===== config.mk =====
export PLATFORM = sky130hd
export DESIGN_NAME = io_bank
export DESIGN_NICKNAME = d
export VERILOG_FILES = /design/src/inc/io_bank_pkg.sv /design/src/core/io_bank.sv /design/src/core/programmable_io_cell.sv
export SDC_FILE = /design/constraint.sdc
export NUM_CORES = 1
export LEC_CHECK = 0
export CAP_MARGIN = 25
export CORE_UTILIZATION = 60
export CTS_CLUSTER_DIAMETER = 100
export DETAILED_ROUTE_END_ITERATION = 7
export DONT_BUFFER_PORTS = 1
export GPL_TIMING_DRIVEN = 1
export HOLD_SLACK_MARGIN = 0.05
export PLACE_DENSITY_LB_ADDON = 0.05
export REMOVE_ABC_BUFFERS = 1
export SKIP_LAST_GASP = 1
export SYNTH_ARGS = -nofsm -noshare
export SYNTH_HDL_FRONTEND = slang
export SYNTH_SLANG_ARGS = --single-unit

===== constraint.sdc =====
create_clock -name ref_clk_i -period 2.9 [get_ports ref_clk_i]
set_clock_uncertainty 0.1 [all_clocks]
set_input_delay 0 -clock ref_clk_i [delete_from_list [all_inputs] [get_ports ref_clk_i]]
set_output_delay 0 -clock ref_clk_i [all_outputs]
set_load 0.02 [all_outputs]

===== src/inc/io_bank_pkg.sv =====
/*
  Constants and types shared by the I/O bank and its programmable I/O cells.
  Assumes one 25 MHz clock and an active-high asynchronous power-on reset.
*/
package io_bank_pkg;

  // pads in one bank
  localparam int PAD_COUNT = 4;

  // value held in cell stages after reset
  localparam logic CELL_RST_VAL = 1'b0;
  // pull-up level before configuration
  localparam logic PULLUP_ON = 1'b1;

  // power-up / configuration sequence, gray coded along wait-load-user
  typedef enum logic [1:0] {
    SEQ_WAIT_SUPPLY = 2'b00,
    SEQ_LOAD = 2'b01,
    SEQ_USER = 2'b11,
    SEQ_FAILED = 2'b10
  } seq_state_t;

  localparam seq_state_t SEQ_RST = SEQ_WAIT_SUPPLY;

endpackage


===== src/core/io_bank.sv =====
/*
  One I/O bank: power-up and configuration sequencing, pad gating and a
  row of programmable I/O cells sharing one freeze control.
  Assumes supply-good, config done and config error are synchronous levels.
*/
// Operation
// each cell has input, output, tri-state stages
// input stage samples pad before core
// output registered or passed, by configuration
// bank-wide freeze holds unregistered inputs
// hold control keeps core input at last value
// core stops capture enable for registered inputs
// pre-config pads tri-stated with pull-up until supplies
// pads tri-stated until configuration completes successfully
// unused pads blocked, pull-up off after configuration
// core inactive during power-on reset
// reset release starts flash configuration download
// enable low tri-states pad, high drives data
// registered interface style at data boundary
`timescale 1ns/1ps
module io_bank (
  input wire logic ref_clk_i,
  input wire logic sys_rst_i,
  input wire logic supplies_ok_i,
  input wire logic cfg_done_i,
  input wire logic cfg_error_i,
  input wire logic clk_en_i,
  input wire logic capture_en_i,
  input wire logic launch_en_i,
  input wire logic hold_input_i,
  input wire logic [io_bank_pkg::PAD_COUNT-1:0] used_i,
  input wire logic [io_bank_pkg::PAD_COUNT-1:0] in_reg_i,
  input wire logic [io_bank_pkg::PAD_COUNT-1:0] out_reg_i,
  input wire logic [io_bank_pkg::PAD_COUNT-1:0] pullup_cfg_i,
  input wire logic [io_bank_pkg::PAD_COUNT-1:0] pad_in_i,
  input wire logic [io_bank_pkg::PAD_COUNT-1:0] dout_i,
  input wire logic [io_bank_pkg::PAD_COUNT-1:0] oe_i,
  output logic [io_bank_pkg::PAD_COUNT-1:0] din_o,
  output logic [io_bank_pkg::PAD_COUNT-1:0] pad_out_o,
  output logic [io_bank_pkg::PAD_COUNT-1:0] pad_oe_o,
  output logic [io_bank_pkg::PAD_COUNT-1:0] pad_pullup_o,
  output logic cfg_start_o,
  output logic core_active_o,
  output logic user_mode_o
);
  import io_bank_pkg::*;

  seq_state_t state_q, state_d;
  logic start_q, start_d;
  logic active_q, active_d;

  logic [PAD_COUNT-1:0] cell_din;
  logic [PAD_COUNT-1:0] cell_out;
  logic [PAD_COUNT-1:0] cell_oe;
  logic user;

  function automatic logic pad_live(input seq_state_t st, input logic used);
    pad_live = (st == SEQ_USER) && used;
  endfunction

  always_comb begin
    state_d = state_q;
    start_d = 1'b0;
    // core wakes only after reset release
    active_d = 1'b1;
    unique case (state_q)
      SEQ_WAIT_SUPPLY: begin
        // start download on valid supplies
        if (supplies_ok_i) begin
          state_d = SEQ_LOAD;
          start_d = 1'b1;
        end
      end
      SEQ_LOAD: begin
        if (!supplies_ok_i) begin
          state_d = SEQ_WAIT_SUPPLY;
        end else if (cfg_error_i) begin
          state_d = SEQ_FAILED;
        end else if (cfg_done_i) begin
          state_d = SEQ_USER;
        end
      end
      SEQ_USER: begin
        if (!supplies_ok_i) begin
          state_d = SEQ_WAIT_SUPPLY;
        end
      end
      SEQ_FAILED: begin
        if (!supplies_ok_i) begin
          state_d = SEQ_WAIT_SUPPLY;
        end
      end
    endcase
  end

  always_ff @(posedge ref_clk_i or posedge sys_rst_i) begin
    if (sys_rst_i) begin
      state_q <= SEQ_RST;
      start_q <= 1'b0;
      active_q <= 1'b0;
    end else begin
      state_q <= state_d;
      start_q <= start_d;
      active_q <= active_d;
    end
  end

  assign user = (state_q == SEQ_USER);
  assign cfg_start_o = start_q;
  assign core_active_o = active_q;
  assign user_mode_o = user;

  genvar g;
  generate
    for (g = 0; g < PAD_COUNT; g++) begin : g_pad
      logic live;
      assign live = pad_live(state_q, used_i[g]);
      programmable_io_cell u_cell (
        .ref_clk_i(ref_clk_i),
        .sys_rst_i(sys_rst_i),
        .active_i(pad_live(state_q, used_i[g])),
        .clk_en_i(clk_en_i),
        .capture_en_i(capture_en_i),
        .launch_en_i(launch_en_i),
        .in_reg_i(in_reg_i[g]),
        .out_reg_i(out_reg_i[g]),
        // one hold control for the bank
        .freeze_i(hold_input_i),
        .pad_in_i(pad_in_i[g]),
        .dout_i(dout_i[g]),
        .oe_i(oe_i[g]),
        .din_o(cell_din[g]),
        .pad_out_o(cell_out[g]),
        .pad_oe_o(cell_oe[g])
      );
      // unused pads blocked, no pull-up
      assign din_o[g] = pad_live(state_q, used_i[g]) & cell_din[g];
      // no drive before successful load
      assign pad_oe_o[g] = pad_live(state_q, used_i[g]) & cell_oe[g];
      assign pad_out_o[g] = pad_live(state_q, used_i[g]) & cell_out[g];
      // weak pull-up until user mode
      assign pad_pullup_o[g] = user ? (used_i[g] & pullup_cfg_i[g]) : PULLUP_ON;

      a_pad_capture: assert property (@(posedge ref_clk_i) disable iff (sys_rst_i)
        live && in_reg_i[g] && clk_en_i && capture_en_i ##1 live && in_reg_i[g] |-> din_o[g] == $past(pad_in_i[g]))
        else $error("registered pad input not captured");
      a_pad_reg_keep: assert property (@(posedge ref_clk_i) disable iff (sys_rst_i)
        live && in_reg_i[g] && !(clk_en_i && capture_en_i) ##1 live && in_reg_i[g] |-> $stable(din_o[g]))
        else $error("registered pad input moved without capture");
      a_pad_unreg: assert property (@(posedge ref_clk_i) disable iff (sys_rst_i)
        live && !in_reg_i[g] && !hold_input_i ##1 live && !in_reg_i[g] |-> din_o[g] == $past(pad_in_i[g]))
        else $error("unregistered pad input not followed");
      a_pad_pass: assert property (@(posedge ref_clk_i) disable iff (sys_rst_i)
        live && !out_reg_i[g] |-> pad_out_o[g] == dout_i[g])
        else $error("pass-through output wrong");
      a_pad_launch: assert property (@(posedge ref_clk_i) disable iff (sys_rst_i)
        live && out_reg_i[g] && clk_en_i && launch_en_i ##1 live && out_reg_i[g] |-> pad_out_o[g] == $past(dout_i[g]))
        else $error("registered output not launched");
      a_pad_oe_load: assert property (@(posedge ref_clk_i) disable iff (sys_rst_i)
        live && clk_en_i && launch_en_i ##1 live |-> pad_oe_o[g] == $past(oe_i[g]))
        else $error("pad enable not loaded");
      a_pad_oe_keep: assert property (@(posedge ref_clk_i) disable iff (sys_rst_i)
        live && !(clk_en_i && launch_en_i) ##1 live |-> $stable(pad_oe_o[g]))
        else $error("pad enable moved without launch");
      a_pad_idle: assert property (@(posedge ref_clk_i) disable iff (sys_rst_i)
        !live |-> !din_o[g] && !pad_oe_o[g] && !pad_out_o[g])
        else $error("idle pad not blocked");
    end
  endgenerate

  a_pullup_precfg: assert property (@(posedge ref_clk_i) disable iff (sys_rst_i)
    !user_mode_o |-> pad_pullup_o == '1 && pad_oe_o == '0)
    else $error("pad not tri-stated with pull-up before user mode");
  a_user_after_done: assert property (@(posedge ref_clk_i) disable iff (sys_rst_i)
    !user_mode_o ##1 user_mode_o |-> $past(cfg_done_i) && !$past(cfg_error_i))
    else $error("user mode without completed load");
  a_unused_block: assert property (@(posedge ref_clk_i) disable iff (sys_rst_i)
    user_mode_o |-> ((din_o | pad_oe_o | pad_pullup_o) & ~used_i) == '0)
    else $error("unused pad not blocked");
  a_core_wake: assert property (@(posedge ref_clk_i) disable iff (sys_rst_i)
    !core_active_o |=> core_active_o ##1 core_active_o)
    else $error("core did not wake after reset release");
  a_cfg_start: assert property (@(posedge ref_clk_i) disable iff (sys_rst_i)
    state_q == SEQ_WAIT_SUPPLY && supplies_ok_i |=> cfg_start_o && state_q == SEQ_LOAD ##1 !cfg_start_o)
    else $error("download start pulse wrong");
  // pads whose mode or use changes are not held
  a_hold_value: assert property (@(posedge ref_clk_i) disable iff (sys_rst_i)
    user_mode_o && hold_input_i ##1 user_mode_o && hold_input_i
    |-> ((din_o ^ $past(din_o)) & ~in_reg_i & ~$past(in_reg_i) & used_i & $past(used_i)) == '0)
    else $error("held input changed");
  a_supply_loss: assert property (@(posedge ref_clk_i) disable iff (sys_rst_i)
    !supplies_ok_i |=> state_q == SEQ_WAIT_SUPPLY && !user_mode_o)
    else $error("supply loss did not return to waiting");
  a_wait_no_user: assert property (@(posedge ref_clk_i) disable iff (sys_rst_i)
    state_q == SEQ_WAIT_SUPPLY |=> !user_mode_o)
    else $error("user mode straight from waiting");
  a_failed_stays: assert property (@(posedge ref_clk_i) disable iff (sys_rst_i)
    state_q == SEQ_FAILED && supplies_ok_i |=> state_q == SEQ_FAILED)
    else $error("failed load left without supply loss");
  a_error_wins: assert property (@(posedge ref_clk_i) disable iff (sys_rst_i)
    state_q == SEQ_LOAD && supplies_ok_i && cfg_error_i |=> state_q == SEQ_FAILED)
    else $error("load error not taken");
  a_done_to_user: assert property (@(posedge ref_clk_i) disable iff (sys_rst_i)
    state_q == SEQ_LOAD && supplies_ok_i && !cfg_error_i && cfg_done_i |=> user_mode_o)
    else $error("completed load did not enter user mode");
  a_user_stays: assert property (@(posedge ref_clk_i) disable iff (sys_rst_i)
    user_mode_o && supplies_ok_i |=> user_mode_o)
    else $error("user mode dropped with valid supplies");
  a_pre_user_quiet: assert property (@(posedge ref_clk_i) disable iff (sys_rst_i)
    !user_mode_o |-> din_o == '0 && pad_out_o == '0)
    else $error("pad data active before user mode");
  a_user_pullup: assert property (@(posedge ref_clk_i) disable iff (sys_rst_i)
    user_mode_o |-> pad_pullup_o == (used_i & pullup_cfg_i))
    else $error("user pull-up not as configured");
  a_core_stays: assert property (@(posedge ref_clk_i) disable iff (sys_rst_i)
    core_active_o |=> core_active_o)
    else $error("core went inactive without reset");
  a_no_stray_start: assert property (@(posedge ref_clk_i) disable iff (sys_rst_i)
    !(state_q == SEQ_WAIT_SUPPLY && supplies_ok_i) |=> !cfg_start_o)
    else $error("download start outside waiting");
  a_start_single: assert property (@(posedge ref_clk_i) disable iff (sys_rst_i)
    cfg_start_o |=> !cfg_start_o)
    else $error("download start longer than one cycle");

endmodule


===== src/core/programmable_io_cell.sv =====
/*
  One programmable I/O cell: input capture stage, output launch stage,
  tri-state stage and the freeze hold for the unregistered input path.
  Assumes capture and launch ticks are one-cycle enables on ref_clk_i.
*/
`timescale 1ns/1ps
module programmable_io_cell (
  input wire logic ref_clk_i,
  input wire logic sys_rst_i,
  input wire logic active_i,
  input wire logic clk_en_i,
  input wire logic capture_en_i,
  input wire logic launch_en_i,
  input wire logic in_reg_i,
  input wire logic out_reg_i,
  input wire logic freeze_i,
  input wire logic pad_in_i,
  input wire logic dout_i,
  input wire logic oe_i,
  output logic din_o,
  output logic pad_out_o,
  output logic pad_oe_o
);
  import io_bank_pkg::*;

  logic in_q, in_d;
  logic hold_q, hold_d;
  logic out_q, out_d;
  logic oe_q, oe_d;

  // four register stages: input, hold, output, tri-state
  always_comb begin
    in_d = in_q;
    hold_d = hold_q;
    out_d = out_q;
    oe_d = oe_q;
    if (!active_i) begin
      in_d = CELL_RST_VAL;
      hold_d = CELL_RST_VAL;
      out_d = CELL_RST_VAL;
      oe_d = CELL_RST_VAL;
    end else begin
      // capture pad input
      if (clk_en_i && capture_en_i) begin
        in_d = pad_in_i;
      end
      // freeze holds unregistered input
      if (!freeze_i) begin
        hold_d = pad_in_i;
      end
      if (clk_en_i && launch_en_i) begin
        out_d = dout_i;
        oe_d = oe_i;
      end
    end
  end

  always_ff @(posedge ref_clk_i or posedge sys_rst_i) begin
    if (sys_rst_i) begin
      in_q <= CELL_RST_VAL;
      hold_q <= CELL_RST_VAL;
      out_q <= CELL_RST_VAL;
      oe_q <= CELL_RST_VAL;
    end else begin
      in_q <= in_d;
      hold_q <= hold_d;
      out_q <= out_d;
      oe_q <= oe_d;
    end
  end

  // core sees a flop in either mode
  assign din_o = in_reg_i ? in_q : hold_q;
  // registered or pass-through output
  assign pad_out_o = out_reg_i ? out_q : dout_i;
  // tri-state from registered enable
  assign pad_oe_o = active_i & oe_q;

  a_in_capture: assert property (@(posedge ref_clk_i) disable iff (sys_rst_i)
    active_i && clk_en_i && capture_en_i ##1 active_i |-> in_q == $past(pad_in_i))
    else $error("input stage missed capture");
  a_out_launch: assert property (@(posedge ref_clk_i) disable iff (sys_rst_i)
    active_i && out_reg_i && clk_en_i && launch_en_i ##1 active_i && out_reg_i |-> pad_out_o == $past(dout_i))
    else $error("output stage missed launch");
  a_freeze_hold: assert property (@(posedge ref_clk_i) disable iff (sys_rst_i)
    active_i && !in_reg_i && freeze_i ##1 active_i && !in_reg_i |-> $stable(din_o))
    else $error("frozen input changed");
  a_oe_tristate: assert property (@(posedge ref_clk_i) disable iff (sys_rst_i)
    active_i && clk_en_i && launch_en_i && !oe_i |=> !pad_oe_o)
    else $error("pad driven with enable low");

endmodule


==> flow_summary_export.csv, run 1 <==
group,metric,value,unit
outcome,status,"finished clean",
floorplanning,coreArea,1750,µm²
routing,drt_first_pass_iters,4,
setup_path,cp_cell_sequence,"dlygate4sd3_1 > nand3_1 > dlygate4sd3_1 > a21oi_1 > dlygate4sd3_1",
routing,wl_per_cell,20.2,µm
clock_tree,cts.repair.resized,0,
setup_path,rr_worst_depth,3,
timing,slew_violations,0,
yosys,syn-mean-instance-area,9.91,µm²
yosys,synth.yosys.seq_area_share,44.3,%
cells_and_area,fin_util,90.6,%
cells_and_area,nets,192,
timing,rsz0062_at_grt,"false",
routing,totalWireLength,3.61,mm
floorplanning,die_area,2060,µm²
floorplanning,die_x,45.4,µm
yosys,synthCells,114,
setup_path,crit_fanout,18,
clock_tree,cts.sinks,20,
cells_and_area,multi_input_area,543,µm²
setup_path,slowest_delay,0.95,ns
place,place.gp.congestion,0.717,
floorplanning,row_count,15,
global_routing,grt_start_max_net_pins,21,
place,place_inst,130,
setup_path,crit_arrival,2.49,ns
min_path,hold_start,"used_i[1]",
cells_and_area,drive_above_1_share,11.0,%
routing,vias,1094,
cells_and_area,ff_latch_area,500,µm²
routing,drt_iter0_drc,33,
setup_path,worst_path_max_delay_cell,"dlygate4sd3_1",
routing,via_per_inst,6.11,
setup_path,crit_type,"in -> reg",
timing,min_period,2.31,ns
clock_tree,htree_levels,1,
timing,finalHoldViolations,0,
floorplanning,die_h,45.4,µm
yosys,synth-seq-cells,20,
clock_tree,cts.reportedPaths.clkPinSlew,0.13,ns
pwr,p_leak,0.709,nW
yosys,synth.distinct_cells,21,
floorplanning,start_util,64.7,%
clock_tree,cts_buffers,3,
flow_run,cap_violations,0,
setup_path,start_kind,"primary input",
global_routing,first_global_vias,1129,
global_routing,grt_first_pass_wirelength,5.63,mm
yosys,yosysWarnings,0,
pwr,peakVddDrop,425,µV
clock_tree,ctsRootBufferMaster,"clkbuf_4",
setup_path,cp_common_cell,"dlygate4sd3_1",
place,pre_cts_ws,1.67,ns
yosys,syn_area,1130,µm²
setup_path,worstReg2RegStart,"state_q[1]",
cells_and_area,areaGrowthSynthToFinish,40.0,%
clock_tree,cts_buffer_depth,2,
timing,worst_pin_slew,0.759,ns
floorplanning,ioPinCount,56,
setup_path,endpoint_kind,"register",
cells_and_area,n_antenna_cell,0,
place,hpwlAfterDp,1.56,mm
cells_and_area,stdcell_count,179,
pwr,powerDensity,393,nW/µm²
setup_path,crit_start,"clk_en_i",
timing,fin_crit_sh,79.8,%
cells_and_area,nFillCells,80,
clock_tree,clock_latency,0.31,ns
timing,relSlewSlack,49.3,%
min_path,hold_depth,2,
global_routing,antenna_found_initial,0,
timing,fmax,432,MHz
setup_path,worstPathRequired,3.08,ns
place,port_buffers,0,
timing,final-setup-viol-count,0,
global_routing,grtUsageTotal,41.0,%
routing,route.detailed.drc,0,
timing,fin_tns_setup,0,ns
global_routing,gr-total-overflow,0,
clock_tree,cts_tree,"built",
min_path,hp-class,"in -> out",
routing,drtAntennaViolNets,0,
timing,fin_ws,0.586,ns
==> cells in the final DEF (no fill, tap or decap), types with 2 or more instances in the layout <==
cell and instances:
dlygate4sd3_1 45, dfrtp_1 20, nand3_1 16, mux2i_1 12
nor2_1 12, a21bo_2 10, a21oi_1 10, nand2_1 9
and3_1 4, clkbuf_4 3, a21bo_1 2, a21oi_2 2
o21a_1 2
==> critical path, delay by kind of cell <==
family / cells / cell delay [ns]
compound gates: 1 / 0.17
buf+inv: 3 / 2.15
simple gates: 1 / 0.18
==> layer usage <==
| layer | GRT usage [%] | vias to the layer above | part of all wire (%) |
|---|---|---|---|
| li1 | - | 475 | - |
| met1 | 45.1 | 534 | 37 |
| met2 | 65.4 | 72 | 53 |
| met3 | 16.3 | 13 | 7.0 |
| met4 | 26.1 | 0 | 2.5 |
| met5 | 0 | - | 0 |
==> where the power goes <==
| part | switching (mW) | leakage, nW | internal [mW] |
|---|---|---|---|
| Sequential | 0.0111 | 0.273 | 0.285 |
| Combinational | 0.0412 | 0.408 | 0.0439 |
| Clock | 0.101 | 0.0279 | 0.140 |
| Total | 0.153 | 0.709 | 0.469 |
==> worst paths after layout <==
kind	endpoint	slack (ns)
worst max-delay path	g_pad[1].u_cell.oe_q	0.59
worst min-delay path	pad_pullup_o[1]	0.08
worst max register to register	g_pad[1].u_cell.oe_q	1.16
worst min register to register	g_pad[1].u_cell.hold_q	0.47
max in group asynchronous	g_pad[2].u_cell.oe_q	2.09
min in group asynchronous	g_pad[0].u_cell.in_q	0.13
==> sequential cells by signal, summed over array words and instances, names as in the netlist <==
name,count
core_active_o,1
cfg_start_o,1
g_pad.u_cell.out_q,4
g_pad.u_cell.oe_q,4
g_pad.u_cell.in_q,4
g_pad.u_cell.hold_q,4
state_q,2
==> cell type report <==
cell class,count,area share [%]
Tap cell,25,1.98
Inverter,1,0.237
Sequential cell,20,31.6
Clock buffer,3,1.42
Timing Repair Buffer,45,28.5
Clock inverter,1,1.90
Multi-Input combinational cell,84,34.3
==> cells in the mapped netlist <==
| cell type | instances | area share [%] |
|---|---|---|
| buf_4 | 2 | 1.3 |
| and2_4 | 1 | 0.78 |
| o21a_1 | 2 | 1.3 |
| buf_8 | 1 | 1.3 |
| nor2_1 | 12 | 4.0 |
| nand3_1 | 16 | 7.1 |
| a21bo_1 | 2 | 1.8 |
| nand2b_1 | 1 | 0.55 |
| nand2_1 | 9 | 3.0 |
| nor3b_1 | 1 | 0.66 |
| o211a_1 | 1 | 0.89 |
| and3_1 | 4 | 2.2 |
| a21bo_2 | 10 | 8.9 |
| inv_1 | 1 | 0.33 |
| mux2i_1 | 12 | 11 |
| a21oi_2 | 2 | 1.6 |
| conb_1 | 1 | 0.33 |
| a21oi_1 | 10 | 4.4 |
| clkbuf_1 | 2 | 0.66 |
| dfrtp_1 | 20 | 44 |
| buf_6 | 4 | 4.0 |
==> stage by stage <==
stage	instance area (µm²)	power (mW)	hold WS, ns
after floorplan	1050	0.334	-0.136
after global placement	1080	0.339	-0.0338
after detailed placement	1080	0.341	-0.0288
after CTS	1580	0.610	0.0705
after global routing	1580	0.637	0.0919
final	1580	0.622	0.0843
==> what timing repair did <==
item | 4_1_cts | 5_1_grt
buffers inserted | 0 | 0
hold buffers | 45 | 0
endpoints found under the hold margin | 39 | 0
==> cells by family (layout without fill, tap and decap cells) <==
| group | after synthesis | count (layout) | share of synthesized area (%) |
|---|---|---|---|
| buffers and inverters | 10 | 50 | 7.64 |
| other | 1 | 1 | 0.332 |
| AOI/OAI and AO/OA | 27 | 27 | 18.8 |
| and+or+nand+nor | 44 | 44 | 18.3 |
| DFF | 20 | 20 | 44.3 |
| muxes | 12 | 12 | 10.6 |
No activity file was read; power rests on OpenSTA's default activity.
==> run 2: changes to the inputs <==
- ABC_AREA: unset -> 1
- CORE_UTILIZATION: 60 -> 54
- clock period: 2.9 -> 2 ns (I/O delays scaled with it)
==> flow_summary_export.csv, run 2 <==
group,metric,value,unit
outcome,status,"finished clean",
yosys,syn_area,1060,µm²
global_routing,first_global_vias,994,
timing,relSlewSlack,49.3,%
yosys,synth.distinct_cells,13,
yosys,syn-mean-instance-area,7.07,µm²
place,place.gp.congestion,0.702,
cells_and_area,areaGrowthSynthToFinish,37.1,%
floorplanning,die_area,2150,µm²
setup_path,r2r_end,"g_pad[1].u_cell.hold_q",
pwr,p_leak,0.657,nW
min_path,holdPathEnd,"pad_pullup_o[0]",
routing,vias,1099,
clock_tree,cts_buffer_depth,2,
clock_tree,cts.sinks,20,
clock_tree,clock_latency,0.30,ns
yosys,synth_top_area_cell,"dfrtp_1",
yosys,synth_area_leaders,"dfrtp_1 47%, nand2_1 18%, a21oi_1 11%",
clock_tree,htree_levels,1,
timing,rsz0062_at_grt,"false",
cells_and_area,n_antenna_cell,0,
setup_path,crit_arrival,1.90,ns
yosys,synthCells,150,
timing,fin_tns_setup,0,ns
yosys,synth_flop_cell,"dfrtp_1",
setup_path,crit_type,"in -> reg",
yosys,synthTopCellsByCount,"52 x nand2_1, 24 x a21oi_1, 22 x inv_1, 20 x dfrtp_1, 12 x nand3_1",
setup_path,worstReg2RegStart,"state_q[0]",
cells_and_area,drive_above_1_share,4.30,%
routing,via_per_inst,5.21,
yosys,synth.yosys.seq_area_share,47.2,%
global_routing,grt_first_pass_wirelength,4.10,mm
pwr,powerDensity,641,nW/µm²
place,pre_cts_ws,0.730,ns
clock_tree,ctsRootBufferMaster,"clkbuf_4",
place,hpwlAfterDp,1.68,mm
min_path,hold_start,"used_i[0]",
min_path,hp-class,"in -> out",
setup_path,worstPathRequired,2.09,ns
global_routing,grt_start_max_net_pins,21,
clock_tree,cts.reportedPaths.clkPinSlew,0.11,ns
timing,fin_crit_sh,90.3,%
yosys,async_flop_share,100,%
timing,fin_ws,0.195,ns
floorplanning,die_h,46.3,µm
floorplanning,row_count,15,
floorplanning,coreArea,1780,µm²
cells_and_area,nets,225,
floorplanning,start_util,59.5,%
place,port_buffers,0,
timing,final-setup-viol-count,0,
routing,totalWireLength,2.76,mm
timing,min_period,1.81,ns
min_path,hold_depth,2,
timing,worst_pin_slew,0.759,ns
setup_path,crit_fanout,12,
timing,finalHoldViolations,0,
timing,slew_violations,0,
pwr,peakVddDrop,582,µV
cells_and_area,nFillCells,122,
routing,route.detailed.drc,0,
yosys,synth_top_area_share,47.2,%
clock_tree,cts_buffers,3,
setup_path,endpoint_kind,"register",
clock_tree,post_cts_buffers,0,
timing,fmax,554,MHz
setup_path,start_kind,"primary input",
routing,drt_first_pass_iters,4,
cells_and_area,final_common_cell,"nand2_1",
clock_tree,cts_tree,"built",
global_routing,gr-total-overflow,0,
yosys,synth.most_common_cell,"nand2_1",
floorplanning,die_x,46.3,µm
setup_path,reg2reg_slack,0.34,ns
global_routing,antenna_found_initial,0,
routing,drt_iter0_drc,30,
cells_and_area,mostFrequentLayoutCells,"52 x nand2_1, 35 x dlygate4sd3_1, 24 x a21oi_1, 22 x inv_1, 20 x dfrtp_1",
setup_path,rr_worst_depth,5,
yosys,synth_edf_count,0,
yosys,yosysWarnings,0,
routing,drtAntennaViolNets,0,
yosys,synth-seq-cells,20,
flow_run,cap_violations,0,
routing,wl_per_cell,13.1,µm
global_routing,grtUsageTotal,27.8,%
floorplanning,ioPinCount,56,
run 2: final cells by class:
| type | count | area (µm²) | share of cell area [%] |
|---|---|---|---|
| multi-input cells | 105 | 464 | 31.9 |
| clock buffers | 3 | 22.5 | 1.55 |
| repair buffers | 35 | 350 | 24.1 |
| flip-flops and latches | 20 | 500 | 34.4 |
| well taps | 25 | 31.3 | 2.15 |
| inverters | 23 | 86.3 | 5.93 |
run 2: worst max-delay path by stage:
stage | cells after the start | slack, ns | end | from
6_report | 5 | 0.19 | g_pad[0].u_cell.oe_q | clk_en_i
5_1_grt | 5 | 0.10 | g_pad[3].u_cell.oe_q | clk_en_i
4_1_cts | 5 | 0.25 | g_pad[3].u_cell.oe_q | clk_en_i
3_5_place_dp | 4 | 0.73 | din_o[1] | state_q[0]
3_3_place_gp | 4 | 0.75 | din_o[2] | state_q[0]
2_1_floorplan | 4 | 0.82 | din_o[1] | state_q[0]
run 2: cells by family (layout without fill, tap and decap cells):
group / Yosys count / count (layout) / synth area share [%]
simple gates: 78 / 78 / 31.1
flops: 20 / 20 / 47.2
compound gates: 26 / 26 / 12.3
buf+inv: 25 / 61 / 9.08
other cells: 1 / 1 / 0.353
run 2: what timing repair did:
action | CTS | global route
gates resized for setup | 0 | 0
hold buffers | 35 | 0
endpoints found under the hold margin | 39 | 0
run 2: metal layers:
| layer | track usage, % | up-vias | routed length (µm) |
|---|---|---|---|
| met5 | 0 | - | 0 |
| met3 | 5.49 | 4 | 185 |
| li1 | - | 538 | - |
| met1 | 27.3 | 496 | 1040 |
| met4 | 9.41 | 0 | 29 |
| met2 | 55.6 | 61 | 1500 |
run 2: power by group:
part | total, mW | switching, mW | internal [mW]
clock network | 0.191 | 0.121 | 0.0702
registers | 0.468 | 0.0325 | 0.436
logic | 0.273 | 0.176 | 0.0967
total | 0.932 | 0.330 | 0.603
run 2: critical path: stages:
cell and delay (ns):
dlygate4sd3_1 0.83, nand2_2 0.24, o21ai_0 0.22, dlygate4sd3_1 0.57, a21oi_1 0.04
run 2: metrics by stage:
step	cells	hold WS (ns)	power, mW	util [%]	area [µm²]
floorplan	148	-0.136	0.644	-	1050
global placement	173	-0.0474	0.673	60.7	1080
detailed placement	173	-0.0370	0.679	60.7	1080
CTS	211	0.0725	0.923	81.6	1460
global route	211	0.0763	0.984	81.6	1460
finish	211	0.0718	0.932	81.6	1460
==> run 3: changes to the inputs <==
- CORE_UTILIZATION: 54 -> 56
- SYNTH_HIERARCHICAL: unset -> 1
==> flow_summary_export.csv, run 3 <==
group,metric,value,unit
place,hpwlAfterDp,2.02,mm
setup_path,rr_worst_depth,7,
cells_and_area,drive_above_1_share,7.78,%
clock_tree,clock_latency,0.29,ns
routing,vias,1333,
setup_path,cp_cell_sequence,"nand2_2 > inv_2 > nand2_2 > clkinvlp_4 > o21ai_0 > nor2_1 > dlygate4sd3_1",
routing,drt_iter0_drc,19,
yosys,syn_area,1330,µm²
cells_and_area,mostFrequentLayoutCells,"81 x nand2_1, 51 x inv_1, 40 x dlygate4sd3_1, 22 x nor2_1, 20 x dfrtp_1",
yosys,yosysWarnings,6,
floorplanning,start_util,59.7,%
pwr,peakVddDrop,548,µV
global_routing,first_global_vias,1311,
yosys,synthAdderAreaFrac,0,%
cells_and_area,final_common_cell,"nand2_1",
cells_and_area,n_antenna_cell,0,
global_routing,gr-total-overflow,0,
setup_path,start_kind,"register",
yosys,synth.yosys.seq_area_share,37.5,%
yosys,synth_area_leaders,"dfrtp_1 38%, nand2_1 23%, inv_1 15%",
timing,finalHoldViolations,0,
setup_path,crit_type,"reg -> reg",
place,port_buffers,0,
clock_tree,cts.sinks,20,
global_routing,grtUsageTotal,26.1,%
setup_path,worstReg2RegStart,"state_q[0]",
global_routing,antenna_found_initial,0,
outcome,status,"finished clean",
yosys,yosys.area_share.simple,38.3,%
floorplanning,die_h,50.8,µm
routing,totalWireLength,3.04,mm
pwr,p_leak,0.954,nW
yosys,synth-xor-area-share,0,%
yosys,async_flop_share,100,%
clock_tree,cts.reportedPaths.clkPinSlew,0.11,ns
yosys,synth-seq-cells,20,
place,place.gp.congestion,0.760,
cells_and_area,multi_input_area,574,µm²
yosys,syn-mean-instance-area,6.12,µm²
clock_tree,cts_tree,"built",
cells_and_area,final_area,1750,µm²
setup_path,crit_start,"state_q[0]",
min_path,hold_depth,2,
yosys,synth_top_area_share,37.5,%
yosys,synth.most_common_cell,"nand2_1",
yosys,synthCells,218,
floorplanning,coreArea,2230,µm²
timing,fmax,511,MHz
cells_and_area,ff_latch_area,500,µm²
timing,fin_ws,0.0428,ns
cells_and_area,areaGrowthSynthToFinish,31.2,%
yosys,synth_top_family_by_area,"simple AND/OR/NAND/NOR gates",
routing,route.detailed.drc,0,
floorplanning,row_count,17,
clock_tree,cts_buffers,3,
setup_path,r2r_end,"g_pad[3].u_cell/hold_q",
setup_path,crit_arrival,2.04,ns
setup_path,slowest_delay,0.55,ns
global_routing,grt_first_pass_wirelength,5.03,mm
min_path,holdPathEnd,"pad_pullup_o[0]",
cells_and_area,nFillCells,182,
yosys,synth.distinct_cells,13,
clock_tree,htree_levels,1,
timing,slew_violations,0,
setup_path,crit_fanout,9,
yosys,synth_compound_area_share,4.50,%
flow_run,cap_violations,0,
setup_path,cp_common_cell,"nand2_2",
routing,via_per_inst,4.68,
routing,drtAntennaViolNets,0,
routing,drt_first_pass_iters,4,
yosys,synth_flop_cell,"dfrtp_1",
timing,fin_crit_sh,97.9,%
setup_path,worstPathRequired,2.08,ns
min_path,hold_start,"used_i[0]",
cells_and_area,nets,296,
yosys,synth_top_area_cell,"dfrtp_1",
floorplanning,die_area,2580,µm²
clock_tree,ctsRootBufferMaster,"clkbuf_4",
yosys,synth_edf_count,0,
clock_tree,cts_buffer_depth,2,
timing,rsz0062_at_grt,"true",
pwr,powerDensity,586,nW/µm²
routing,wl_per_cell,10.7,µm
yosys,synthTopCellsByCount,"81 x nand2_1, 52 x inv_1, 22 x nor2_1, 20 x dfrtp_1, 12 x o21ai_0",
timing,final-setup-viol-count,0,
setup_path,worst_path_max_delay_cell,"dlygate4sd3_1",
floorplanning,die_x,50.8,µm
setup_path,endpoint_kind,"register",
timing,min_period,1.96,ns
place,pre_cts_ws,0.424,ns
global_routing,grt_start_max_net_pins,11,
place,placed_cell_area,1320,µm²
floorplanning,ioPinCount,56,
cells_and_area,fin_util,78.4,%
yosys,yosys-mux-area-fraction,0,%
setup_path,reg2reg_slack,0.04,ns
min_path,hp-class,"in -> out",
==> run 3: cell types whose count changed after synthesis, moves of 4 or more <==
cell	delta
o21ai_0	+10
inv_2	+4
inv_1	+30
nand2_2	+4
nor2_2	+4
nand2_1	+29
a21oi_1	-24
nor2_1	+13
buf_6	+4
==> run 3: logic make-up (layout without fill, tap and decap cells) <==
logic type,Yosys count,count (layout)
AND/OR/NAND/NOR,124,124
buffers and inverters,61,100
flip-flops,20,20
AO/OA/AOI/OAI,12,12
other,1,1
==> run 3: metal layers <==
layer / vias up / global-route usage (%) / share of wire (%)
li1: 694 / - / -
met3: 10 / 4.85 / 3.7
met4: 0 / 12.5 / 2.9
met1: 591 / 28.5 / 43
met2: 38 / 48.0 / 50
met5: - / 0 / 0
==> run 3: what timing repair did <==
| action | 4_1_cts | 5_1_grt |
|---|---|---|
| setup endpoints to repair | 0 | 6 |
| resized for setup | 0 | 1 |
| endpoints found under the hold margin | 39 | 0 |
| buffers inserted | 0 | 0 |
| hold buffers | 40 | 0 |
==> run 3: per-stage QoR <==
stage,std cells,hold WS [ns],total power [mW],TNS (ns)
2_1_floorplan,214,-0.334,0.720,0
3_3_place_gp,242,-0.327,0.757,0
3_5_place_dp,242,-0.318,0.765,0
4_1_cts,285,0.0721,1.03,0
5_1_grt,285,0.0734,1.10,-0.163
6_report,285,0.0712,1.03,0
==> run 3: final cells by class <==
type	instances	area share (%)
timing repair buffer	40	22.9
multi-input combinational	137	32.8
inverter	57	12.4
clock buffer	3	1.29
tap	28	2.00
sequential	20	28.6
==> run 3: how the worst max path moves through the flow <==
stage / endpoint / slack, ns / depth (start not counted)
6_report: g_pad[3].u_cell/hold_q / 0.04 / 7
5_1_grt: g_pad[1].u_cell/hold_q / -0.05 / 5
4_1_cts: g_pad[3].u_cell/hold_q / 0.03 / 7
3_5_place_dp: pad_oe_o[3] / 0.42 / 8
3_3_place_gp: pad_oe_o[3] / 0.48 / 8
2_1_floorplan: pad_oe_o[3] / 0.58 / 8
==> run 3: critical path: cells and delay by family (launching register included) <==
family	cells	cell delay, ns
DFF	1	0.44
buffers and inverters	3	0.86
AOI/OAI and AO/OA	1	0.11
and+or+nand+nor	3	0.33
==> run 3: where the power goes <==
part	internal (mW)	total [mW]	switching (mW)	leakage [nW]
combinational	0.128	0.349	0.221	0.668
sequential	0.449	0.493	0.0433	0.272
clock	0.0699	0.184	0.114	0.0138
total	0.647	1.03	0.378	0.954
